File: config.mk
export PLATFORM = sky130hd
export DESIGN_NAME = billboard_fallback_ctrl
export DESIGN_NICKNAME = d
export VERILOG_FILES = /design/src/billboard_fallback_pkg.sv /design/src/billboard_fallback_ctrl.sv
export SDC_FILE = /design/constraint.sdc
export NUM_CORES = 1
export LEC_CHECK = 0
export BUFFER_PORTS_ARGS = -buffer_cell sky130_fd_sc_hd__buf_2
export CORE_AREA = 10 10 168 131
export DETAILED_ROUTE_END_ITERATION = 16
export DIE_AREA = 0 0 178 141
export PLACE_DENSITY = 0.75
export SKIP_CTS_REPAIR_TIMING = 1
export SLEW_MARGIN = 10
export SYNTH_ARGS = -nofsm -noshare
export SYNTH_HDL_FRONTEND = slang
export SYNTH_SLANG_ARGS = --single-unit
File: constraint.sdc
create_clock -name clk_sys_i -period 6.4 [get_ports clk_sys_i]
set_input_delay 1.92 -clock clk_sys_i [delete_from_list [all_inputs] [get_ports clk_sys_i]]
set_output_delay 1.92 -clock clk_sys_i [all_outputs]
set_load 0.005 [all_outputs]
File: src/billboard_fallback_pkg.sv
// Constants, register map and state encoding of the billboard fallback sequencer.
// Assumes one 10 MHz core clock and a 32-bit APB slave port.
package billboard_fallback_pkg;

  // Clock and tick timing
  localparam int unsigned CLK_HZ = 10_000_000;
  localparam int unsigned TICK_MS = 10;
  localparam int unsigned TICK_CYC = CLK_HZ / 1000 * TICK_MS;
  // Forced detach lasts this many ticks (100 ms)
  localparam int unsigned DETACH_HOLD_TICKS = 10;

  ////////////////////////////////////////////////////////////////////////
  // Register indices; byte address is four times the index
  localparam int unsigned ADDR_W = 18;
  localparam logic [15:0] IDX_ADDR_TMO_LOW = 16'h413c;
  localparam logic [15:0] IDX_ADDR_TMO_HIGH = 16'h413d;
  localparam logic [15:0] IDX_STR_TMO_LOW = 16'h413e;
  localparam logic [15:0] IDX_STR_TMO_HIGH = 16'h413f;
  localparam logic [15:0] IDX_CONTROL = 16'h4140;
  localparam logic [15:0] IDX_STATUS = 16'h4141;

  // Reset values
  localparam logic [7:0] TMO_LOW_RST = 8'hd0;
  localparam logic [7:0] TMO_HIGH_RST = 8'h07;
  localparam logic [7:0] CONTROL_RST = 8'h14;

  // Control fields
  localparam int unsigned CTRL_EN_BIT = 0;
  localparam int unsigned CTRL_SEL_LSB = 1;
  localparam int unsigned CTRL_SEL_MSB = 5;
  localparam logic [4:0] SEL_DEFAULT = 5'h0a;
  localparam logic [4:0] SEL_RESERVED = 5'h09;

  // Pins and descriptor constants
  localparam int unsigned GPIO_W = 72;
  localparam logic [6:0] DEFAULT_REQUEST_PIN = 7'h44;
  localparam logic [1:0] CFG_UNSPECIFIED = 2'h0;
  localparam logic [15:0] BB_CLASS_VERSION = 16'h0110;

  // Sequencer states, one-hot
  typedef enum logic [3:0] {
    ST_NORMAL = 4'h1,
    ST_DETACH_BB = 4'h2,
    ST_BILLBOARD = 4'h4,
    ST_DETACH_STD = 4'h8
  } seq_state_type;

endpackage

File: src/billboard_fallback_ctrl.sv
// Billboard fallback sequencer: swaps the internal function device into a
// billboard device on a low request pin and back again on timer expiry.
// Assumes address and string events are one-cycle pulses on clk_sys_i.
// Summary of operation
// - Request pin picked by 5-bit select
// - Reset select uses default request pin
// - Request pin is active low
// - Control bit 0 enables the feature
// - Low request first forces a detach
// - Then reattach with billboard descriptors
// - Address assignment starts first timer
// - Configured status reports unspecified error
// - String request starts second timer
// - Timer expiry forces a detach
// - Then reattach with standard descriptors
// - Timeout is 16-bit high and low
// - One count equals 10 ms
`timescale 1ns/100ps
module billboard_fallback_ctrl #(
  parameter int unsigned TICK_CYCLES = billboard_fallback_pkg::TICK_CYC
) (
  // Clock and reset
  input wire logic clk_sys_i,
  input wire logic reset_i,
  // APB slave
  input wire logic psel_i,
  input wire logic penable_i,
  input wire logic pwrite_i,
  input wire logic [billboard_fallback_pkg::ADDR_W-1:0] paddr_i,
  input wire logic [31:0] pwdata_i,
  input wire logic [3:0] pstrb_i,
  output logic [31:0] prdata_o,
  output logic pready_o,
  output logic pslverr_o,
  // General-purpose pins, indexed by pin number
  input wire logic [billboard_fallback_pkg::GPIO_W-1:0] gpio_i,
  // Hub core events
  input wire logic addr_assigned_i,
  input wire logic alt_string_req_i,
  // Function device control
  output logic func_attach_o,
  output logic billboard_desc_o,
  output logic [1:0] bb_configured_o,
  output logic [15:0] bb_version_o
);
  import billboard_fallback_pkg::*;

  ////////////////////////////////////////////////////////////////////////
  // Declarations
  logic [7:0] tmo_lo_r [2];
  logic [7:0] tmo_hi_r [2];
  logic [5:0] ctrl_r;
  logic [31:0] prdata_r;
  logic pslverr_r;
  logic [GPIO_W-1:0] gpio_s1_r;
  logic [GPIO_W-1:0] gpio_s2_r;
  logic armed_r;
  logic [31:0] presc_r;
  logic [7:0] hold_r;
  logic [1:0] run_r;
  logic [15:0] tcnt_r [2];
  logic attach_r;
  logic bbdesc_r;
  logic req_n;
  seq_state_type state_r;
  seq_state_type state_nxt;

  // Maps a select code to {valid, pin number}
  function automatic logic [7:0] pin_of(input logic [4:0] code);
    case (code)
      5'h00: pin_of = {1'b1, 7'd64};
      5'h01: pin_of = {1'b1, 7'd1};
      5'h02: pin_of = {1'b1, 7'd2};
      5'h03: pin_of = {1'b1, 7'd3};
      5'h04: pin_of = {1'b1, 7'd65};
      5'h05: pin_of = {1'b1, 7'd66};
      5'h06: pin_of = {1'b1, 7'd67};
      5'h07: pin_of = {1'b1, 7'd23};
      5'h08: pin_of = {1'b1, 7'd10};
      5'h0a: pin_of = {1'b1, DEFAULT_REQUEST_PIN};
      5'h0b: pin_of = {1'b1, 7'd6};
      5'h0c: pin_of = {1'b1, 7'd69};
      5'h0d: pin_of = {1'b1, 7'd70};
      5'h0e: pin_of = {1'b1, 7'd71};
      5'h0f: pin_of = {1'b1, 7'd5};
      5'h10: pin_of = {1'b1, 7'd4};
      default: pin_of = 8'h00;
    endcase
  endfunction

  // Byte address of a register index
  function automatic logic [ADDR_W-1:0] byte_addr(input logic [15:0] idx);
    byte_addr = {idx, 2'b00};
  endfunction

  ////////////////////////////////////////////////////////////////////////
  // APB decode
  wire setup = psel_i & ~penable_i;
  wire wr_en = psel_i & penable_i & pwrite_i & pstrb_i[0];
  wire hit_alo = paddr_i == byte_addr(IDX_ADDR_TMO_LOW);
  wire hit_ahi = paddr_i == byte_addr(IDX_ADDR_TMO_HIGH);
  wire hit_blo = paddr_i == byte_addr(IDX_STR_TMO_LOW);
  wire hit_bhi = paddr_i == byte_addr(IDX_STR_TMO_HIGH);
  wire hit_ctl = paddr_i == byte_addr(IDX_CONTROL);
  wire hit_sts = paddr_i == byte_addr(IDX_STATUS);
  wire mapped = hit_alo | hit_ahi | hit_blo | hit_bhi | hit_ctl | hit_sts;
  wire enabled = ctrl_r[CTRL_EN_BIT];
  wire [4:0] sel = ctrl_r[CTRL_SEL_MSB:CTRL_SEL_LSB];
  wire [7:0] status_val = {state_r, run_r, armed_r, req_n};
  wire [7:0] ctrl_val = {2'b00, ctrl_r};
  wire [7:0] rd_val =
    hit_alo ? tmo_lo_r[0] :
    hit_ahi ? tmo_hi_r[0] :
    hit_blo ? tmo_lo_r[1] :
    hit_bhi ? tmo_hi_r[1] :
    hit_ctl ? ctrl_val :
    hit_sts ? status_val : 8'h00;

  // Zero wait states keeps the bus slave trivial
  assign pready_o = 1'b1;
  assign prdata_o = prdata_r;
  assign pslverr_o = pslverr_r;

  // Read data and error are latched in the setup cycle
  always_ff @(posedge clk_sys_i or posedge reset_i) begin
    if (reset_i) begin
      prdata_r <= 32'h0000_0000;
      pslverr_r <= 1'b0;
    end else if (setup) begin
      prdata_r <= {24'h00_0000, rd_val};
      pslverr_r <= ~mapped;
    end
  end

  // Register writes, low byte lane only
  always_ff @(posedge clk_sys_i or posedge reset_i) begin
    if (reset_i) begin
      tmo_lo_r[0] <= TMO_LOW_RST;
      tmo_hi_r[0] <= TMO_HIGH_RST;
      tmo_lo_r[1] <= TMO_LOW_RST;
      tmo_hi_r[1] <= TMO_HIGH_RST;
      ctrl_r <= CONTROL_RST[5:0];
    end else if (wr_en) begin
      if (hit_alo) tmo_lo_r[0] <= pwdata_i[7:0];
      if (hit_ahi) tmo_hi_r[0] <= pwdata_i[7:0];
      if (hit_blo) tmo_lo_r[1] <= pwdata_i[7:0];
      if (hit_bhi) tmo_hi_r[1] <= pwdata_i[7:0];
      if (hit_ctl) ctrl_r <= pwdata_i[5:0];
    end
  end

  ////////////////////////////////////////////////////////////////////////
  // Pin synchroniser; pins are asynchronous to the core clock
  always_ff @(posedge clk_sys_i or posedge reset_i) begin
    if (reset_i) begin
      gpio_s1_r <= '1;
      gpio_s2_r <= '1;
    end else begin
      gpio_s1_r <= gpio_i;
      gpio_s2_r <= gpio_s1_r;
    end
  end

  wire [7:0] pin_sel = pin_of(sel);
  assign req_n = pin_sel[7] ? gpio_s2_r[pin_sel[6:0]] : 1'b1;
  wire trigger = enabled & ~req_n & armed_r & (state_r == ST_NORMAL);

  // Re-arm only after the pin goes high, so a pin held low does not loop
  always_ff @(posedge clk_sys_i or posedge reset_i) begin
    if (reset_i) armed_r <= 1'b1;
    else if (trigger) armed_r <= 1'b0;
    else if (req_n) armed_r <= 1'b1;
  end

  ////////////////////////////////////////////////////////////////////////
  // 10 ms tick
  // Free-running, so the first tick after a start may come early by < 10 ms
  wire tick = presc_r == TICK_CYCLES - 1;
  always_ff @(posedge clk_sys_i or posedge reset_i) begin
    if (reset_i) presc_r <= 32'h0000_0000;
    else presc_r <= tick ? 32'h0000_0000 : presc_r + 32'h0000_0001;
  end

  // Detach hold counter, cleared on each state change
  wire in_detach = (state_r == ST_DETACH_BB) | (state_r == ST_DETACH_STD);
  wire hold_done = hold_r == DETACH_HOLD_TICKS[7:0];
  always_ff @(posedge clk_sys_i or posedge reset_i) begin
    if (reset_i) hold_r <= 8'h00;
    else if (state_nxt != state_r) hold_r <= 8'h00;
    else if (in_detach && tick && !hold_done) hold_r <= hold_r + 8'h01;
  end

  ////////////////////////////////////////////////////////////////////////
  // Detach timers: index 0 on address set, index 1 on string request
  wire in_bb = state_r == ST_BILLBOARD;
  wire [1:0] start = {alt_string_req_i, addr_assigned_i} & {2{in_bb}} & ~run_r;
  wire [15:0] lim_a = {tmo_hi_r[0], tmo_lo_r[0]};
  wire [15:0] lim_b = {tmo_hi_r[1], tmo_lo_r[1]};
  wire [1:0] expired = run_r & {tcnt_r[1] == lim_b, tcnt_r[0] == lim_a};
  wire expire_any = |expired;

  always_ff @(posedge clk_sys_i or posedge reset_i) begin
    if (reset_i) begin
      run_r <= 2'b00;
      for (int i = 0; i < 2; i++) tcnt_r[i] <= 16'h0000;
    end else begin
      for (int i = 0; i < 2; i++) begin
        if (!in_bb) begin
          run_r[i] <= 1'b0;
        end else if (start[i]) begin
          run_r[i] <= 1'b1;
          tcnt_r[i] <= 16'h0000;
        end else if (run_r[i] && tick && !expired[i]) begin
          tcnt_r[i] <= tcnt_r[i] + 16'h0001;
        end
      end
    end
  end

  ////////////////////////////////////////////////////////////////////////
  // Sequencer next state
  always_comb begin
    state_nxt = state_r;
    case (state_r)
      ST_NORMAL: if (trigger) state_nxt = ST_DETACH_BB;
      ST_DETACH_BB: begin
        if (!enabled) state_nxt = ST_DETACH_STD;
        else if (hold_done) state_nxt = ST_BILLBOARD;
      end
      ST_BILLBOARD: if (expire_any || !enabled) state_nxt = ST_DETACH_STD;
      ST_DETACH_STD: if (hold_done) state_nxt = ST_NORMAL;
      default: state_nxt = ST_NORMAL;
    endcase
  end

  // State and attach outputs registered together
  always_ff @(posedge clk_sys_i or posedge reset_i) begin
    if (reset_i) begin
      state_r <= ST_NORMAL;
      attach_r <= 1'b1;
      bbdesc_r <= 1'b0;
    end else begin
      state_r <= state_nxt;
      attach_r <= (state_nxt == ST_NORMAL) | (state_nxt == ST_BILLBOARD);
      bbdesc_r <= state_nxt == ST_BILLBOARD;
    end
  end

  assign func_attach_o = attach_r;
  assign billboard_desc_o = bbdesc_r;
  assign bb_configured_o = CFG_UNSPECIFIED;
  assign bb_version_o = BB_CLASS_VERSION;
endmodule // billboard_fallback_ctrl

==> qor.csv <==
metric,value,unit
status,"finished, final reports clean",
finalNonFillerCells,1174,
fin_util,53.3,%
post-route-period-util,60.1,%
crit_top_cell,o21ai_0,
n_fill_cell,1655,
synth_cells,838,
cp_top_family,simple AND/OR/NAND/NOR gates,
p_leak,4.45,nW
maxCapViolations,0,
crit_path_top_delay_cell,or4b_1,
p_comb_share,7.1,%
cp.arrival,4200,ps
via_per_inst,5.24,
drt-pass1-iter-count,6,
crit_chain,buf_2 > or4b_1 > nor4_1 > buf_4 > and2_1 > a22oi_1 > o21ai_0 > o21ai_0 > o21ai_0,
ys_types,62,
multi_input_area,3950,um2
drc,0,
nets,1051,
clockPowerShare,41.9,%
setup_viol,0,
grt_usage,15.3,%
rsz0062_at_grt,no,
rows,44,
drive_gt1_share,26.2,%
syn_avg_cell_area,10.7,um2
synth_area_leaders,"dfrtp_1 31%, dfstp_2 21%, xnor2_1 5.1%, mux2_2 4.3%, xor2_1 4.1%",
ys_warn_count,0,
die-area,25100,um2
fin_tns_setup,0,ps
cts_buffer_depth,2,
cts_root_buffer,clkbuf_16,
start_util,47.7,%
cts_tree,done,
path_class,primary input to register,
clock_sinks,184,
slew-limit-headroom,32.0,%
finalMaxSlewViolations,0,
gp_congestion,0.911,
crit_buf_inv,2,
globalRouteOverflowTotal,0,
yosysSeqAreaShare,52.1,%
first_iter_violations,497,
async_reset_ff_share,100,%
die_h,141,um
ant_nets,0,
cts_buffers,17,
slowest_delay,560,ps
p_sw_share,25.9,%
power.density,247,nW/um2
p_int,1.84,mW
dp_hpwl,13.1,mm
hold_path.class,register to register,
power,2.48,mW
cp-end-kind,register,
cts-htree-levels,4,
p_sw,643,uW
dr_total_vias,6153,
clock_latency,440,ps
post_drt_wl_per_cell,16.2,um
die_w,178,um
path_clk_slew,70,ps
synth-main-ff-cell,dfrtp_1,
syn_to_final_growth,11.7,%
synth_top_cell_by_area,dfrtp_1,
crit_path_start_kind,primary input,
tightest_slew,1010,ps
synth_top_area_share,30.8,%
num_io_pins,187,
synth_edf_count,0,
portBuffers,72,
hold_violations,0,
worst-path-max-fanout,20,
grt_max_degree,185,
cp.required,6750,ps
n_antenna_cell,0,
grt_first_pass_wirelength,31.1,mm
max_freq,260,MHz
ys_ff_latch,184,
ir_worst_vdd,0.196,mV
syn_area,9010,um2
antenna_found_initial,0,
seq_power_share,51.0,%
core-area,18900,um2
grt_pass1_vias,6022,
post-place-cells,1142,
ff_latch_area,4700,um2
fin_worst_skew,5.09,ps
routed_wl,19.0,mm
post-route-min-period,3850,ps
power groups by stage:
| stage | clock (mW) | sequential (mW) | combinational [mW] |
|---|---|---|---|
| 2_1_floorplan | 0 | 1.26 | 0.151 |
| 3_3_place_gp | 0 | 1.28 | 0.173 |
| 3_5_place_dp | 0 | 1.28 | 0.177 |
| 4_1_cts | 1.06 | 1.26 | 0.178 |
| 5_1_grt | 1.10 | 1.27 | 0.200 |
| 6_report | 1.04 | 1.27 | 0.176 |
flip-flops by register name, indices dropped and copies added (netlist names):
| name | cells |
|---|---|
| tcnt_r | 32 |
| gpio_s2_r | 28 |
| lim_b | 16 |
| pslverr_o | 1 |
| func_attach_o | 1 |
| state_r | 4 |
| lim_a | 16 |
| run_r | 2 |
| gpio_s1_r | 28 |
| ctrl_r | 6 |
| armed_r | 1 |
| hold_r | 8 |
| prdata_o | 8 |
| presc_r | 32 |
| billboard_desc_o | 1 |
synth_stat cells (18+ instances only):
cell type / number
a21oi_1: 26
xnor2_1: 52
dfrtp_1: 111
xor2_1: 42
dfstp_2: 73
nand2_1: 51
nand4_1: 18
nand3_1: 41
mux2i_1: 24
inv_1: 19
o21ai_0: 42
nor2_1: 85
mux2_2: 34
buf_4: 43
logic make-up (layout without fill, tap and decap cells):
kind of cell,after synthesis,count (layout),share of synthesized area (%)
adder cells (fa/ha/maj),10,10,1.39
buffers and inverters,89,131,5.68
flip-flops,184,184,52.1
multiplexers,59,59,7.17
XOR/XNOR,94,94,9.14
AO/OA/AOI/OAI,99,99,6.70
AND/OR/NAND/NOR,301,301,17.7
other,2,43,0.0834
final cells by class:
cell class | count | share of cell area [%]
flip-flops and latches | 184 | 46.7
inverters | 19 | 0.746
clock buffers | 19 | 4.62
repair buffers | 80 | 4.30
well taps | 253 | 3.15
clock inverters | 13 | 1.19
multi-input cells | 606 | 39.3
stage by stage:
stage	instance area, um2	hold WS, ps	setup WS, ps
global placement	9470	346	2240
detailed placement	9470	347	2180
floorplan	9160	345	2180
CTS	10100	356	2640
finish	10100	356	2550
global route	10100	360	2410
layer usage:
layer	vias up	global-route usage, %	wire length (um)
met5	-	0	0
li1	2946	-	-
met2	189	22.7	8400
met4	0	4.64	236
met3	20	4.40	1410
met1	2998	21.1	8980
cells in the final DEF (no fill, tap or decap), drive strengths merged, types with 10 or more instances in the layout:
cell type and count:
dfstp 73, mux2 34, dfrtp 111, xnor2 52, a21oi 26, or3 10
nand2b 11, nand4 18, mux2i 24, xor2 42, ha 10, conb 43
o21ai 43, nand3 41, nor3 13, buf 80, inv 27, nor2 85
clkbuf 19, nand2 51, nor4 20
final timing paths:
check	startpoint	endpoint	slack (ps)	depth (start not counted)
max	paddr_i[3]	prdata_o[4]	2550	9
min	gpio_s1_r[0]	gpio_s2_r[0]	360	0
max reg2reg	ctrl_r[2]	prdata_o[0]	2980	11
min reg2reg	gpio_s1_r[0]	gpio_s2_r[0]	360	0
max in group asynchronous	reset_i	tcnt_r[17]	3970	3
min in group asynchronous	reset_i	presc_r[29]	1760	3
Note: power is estimated with default switching activity, not from simulation.
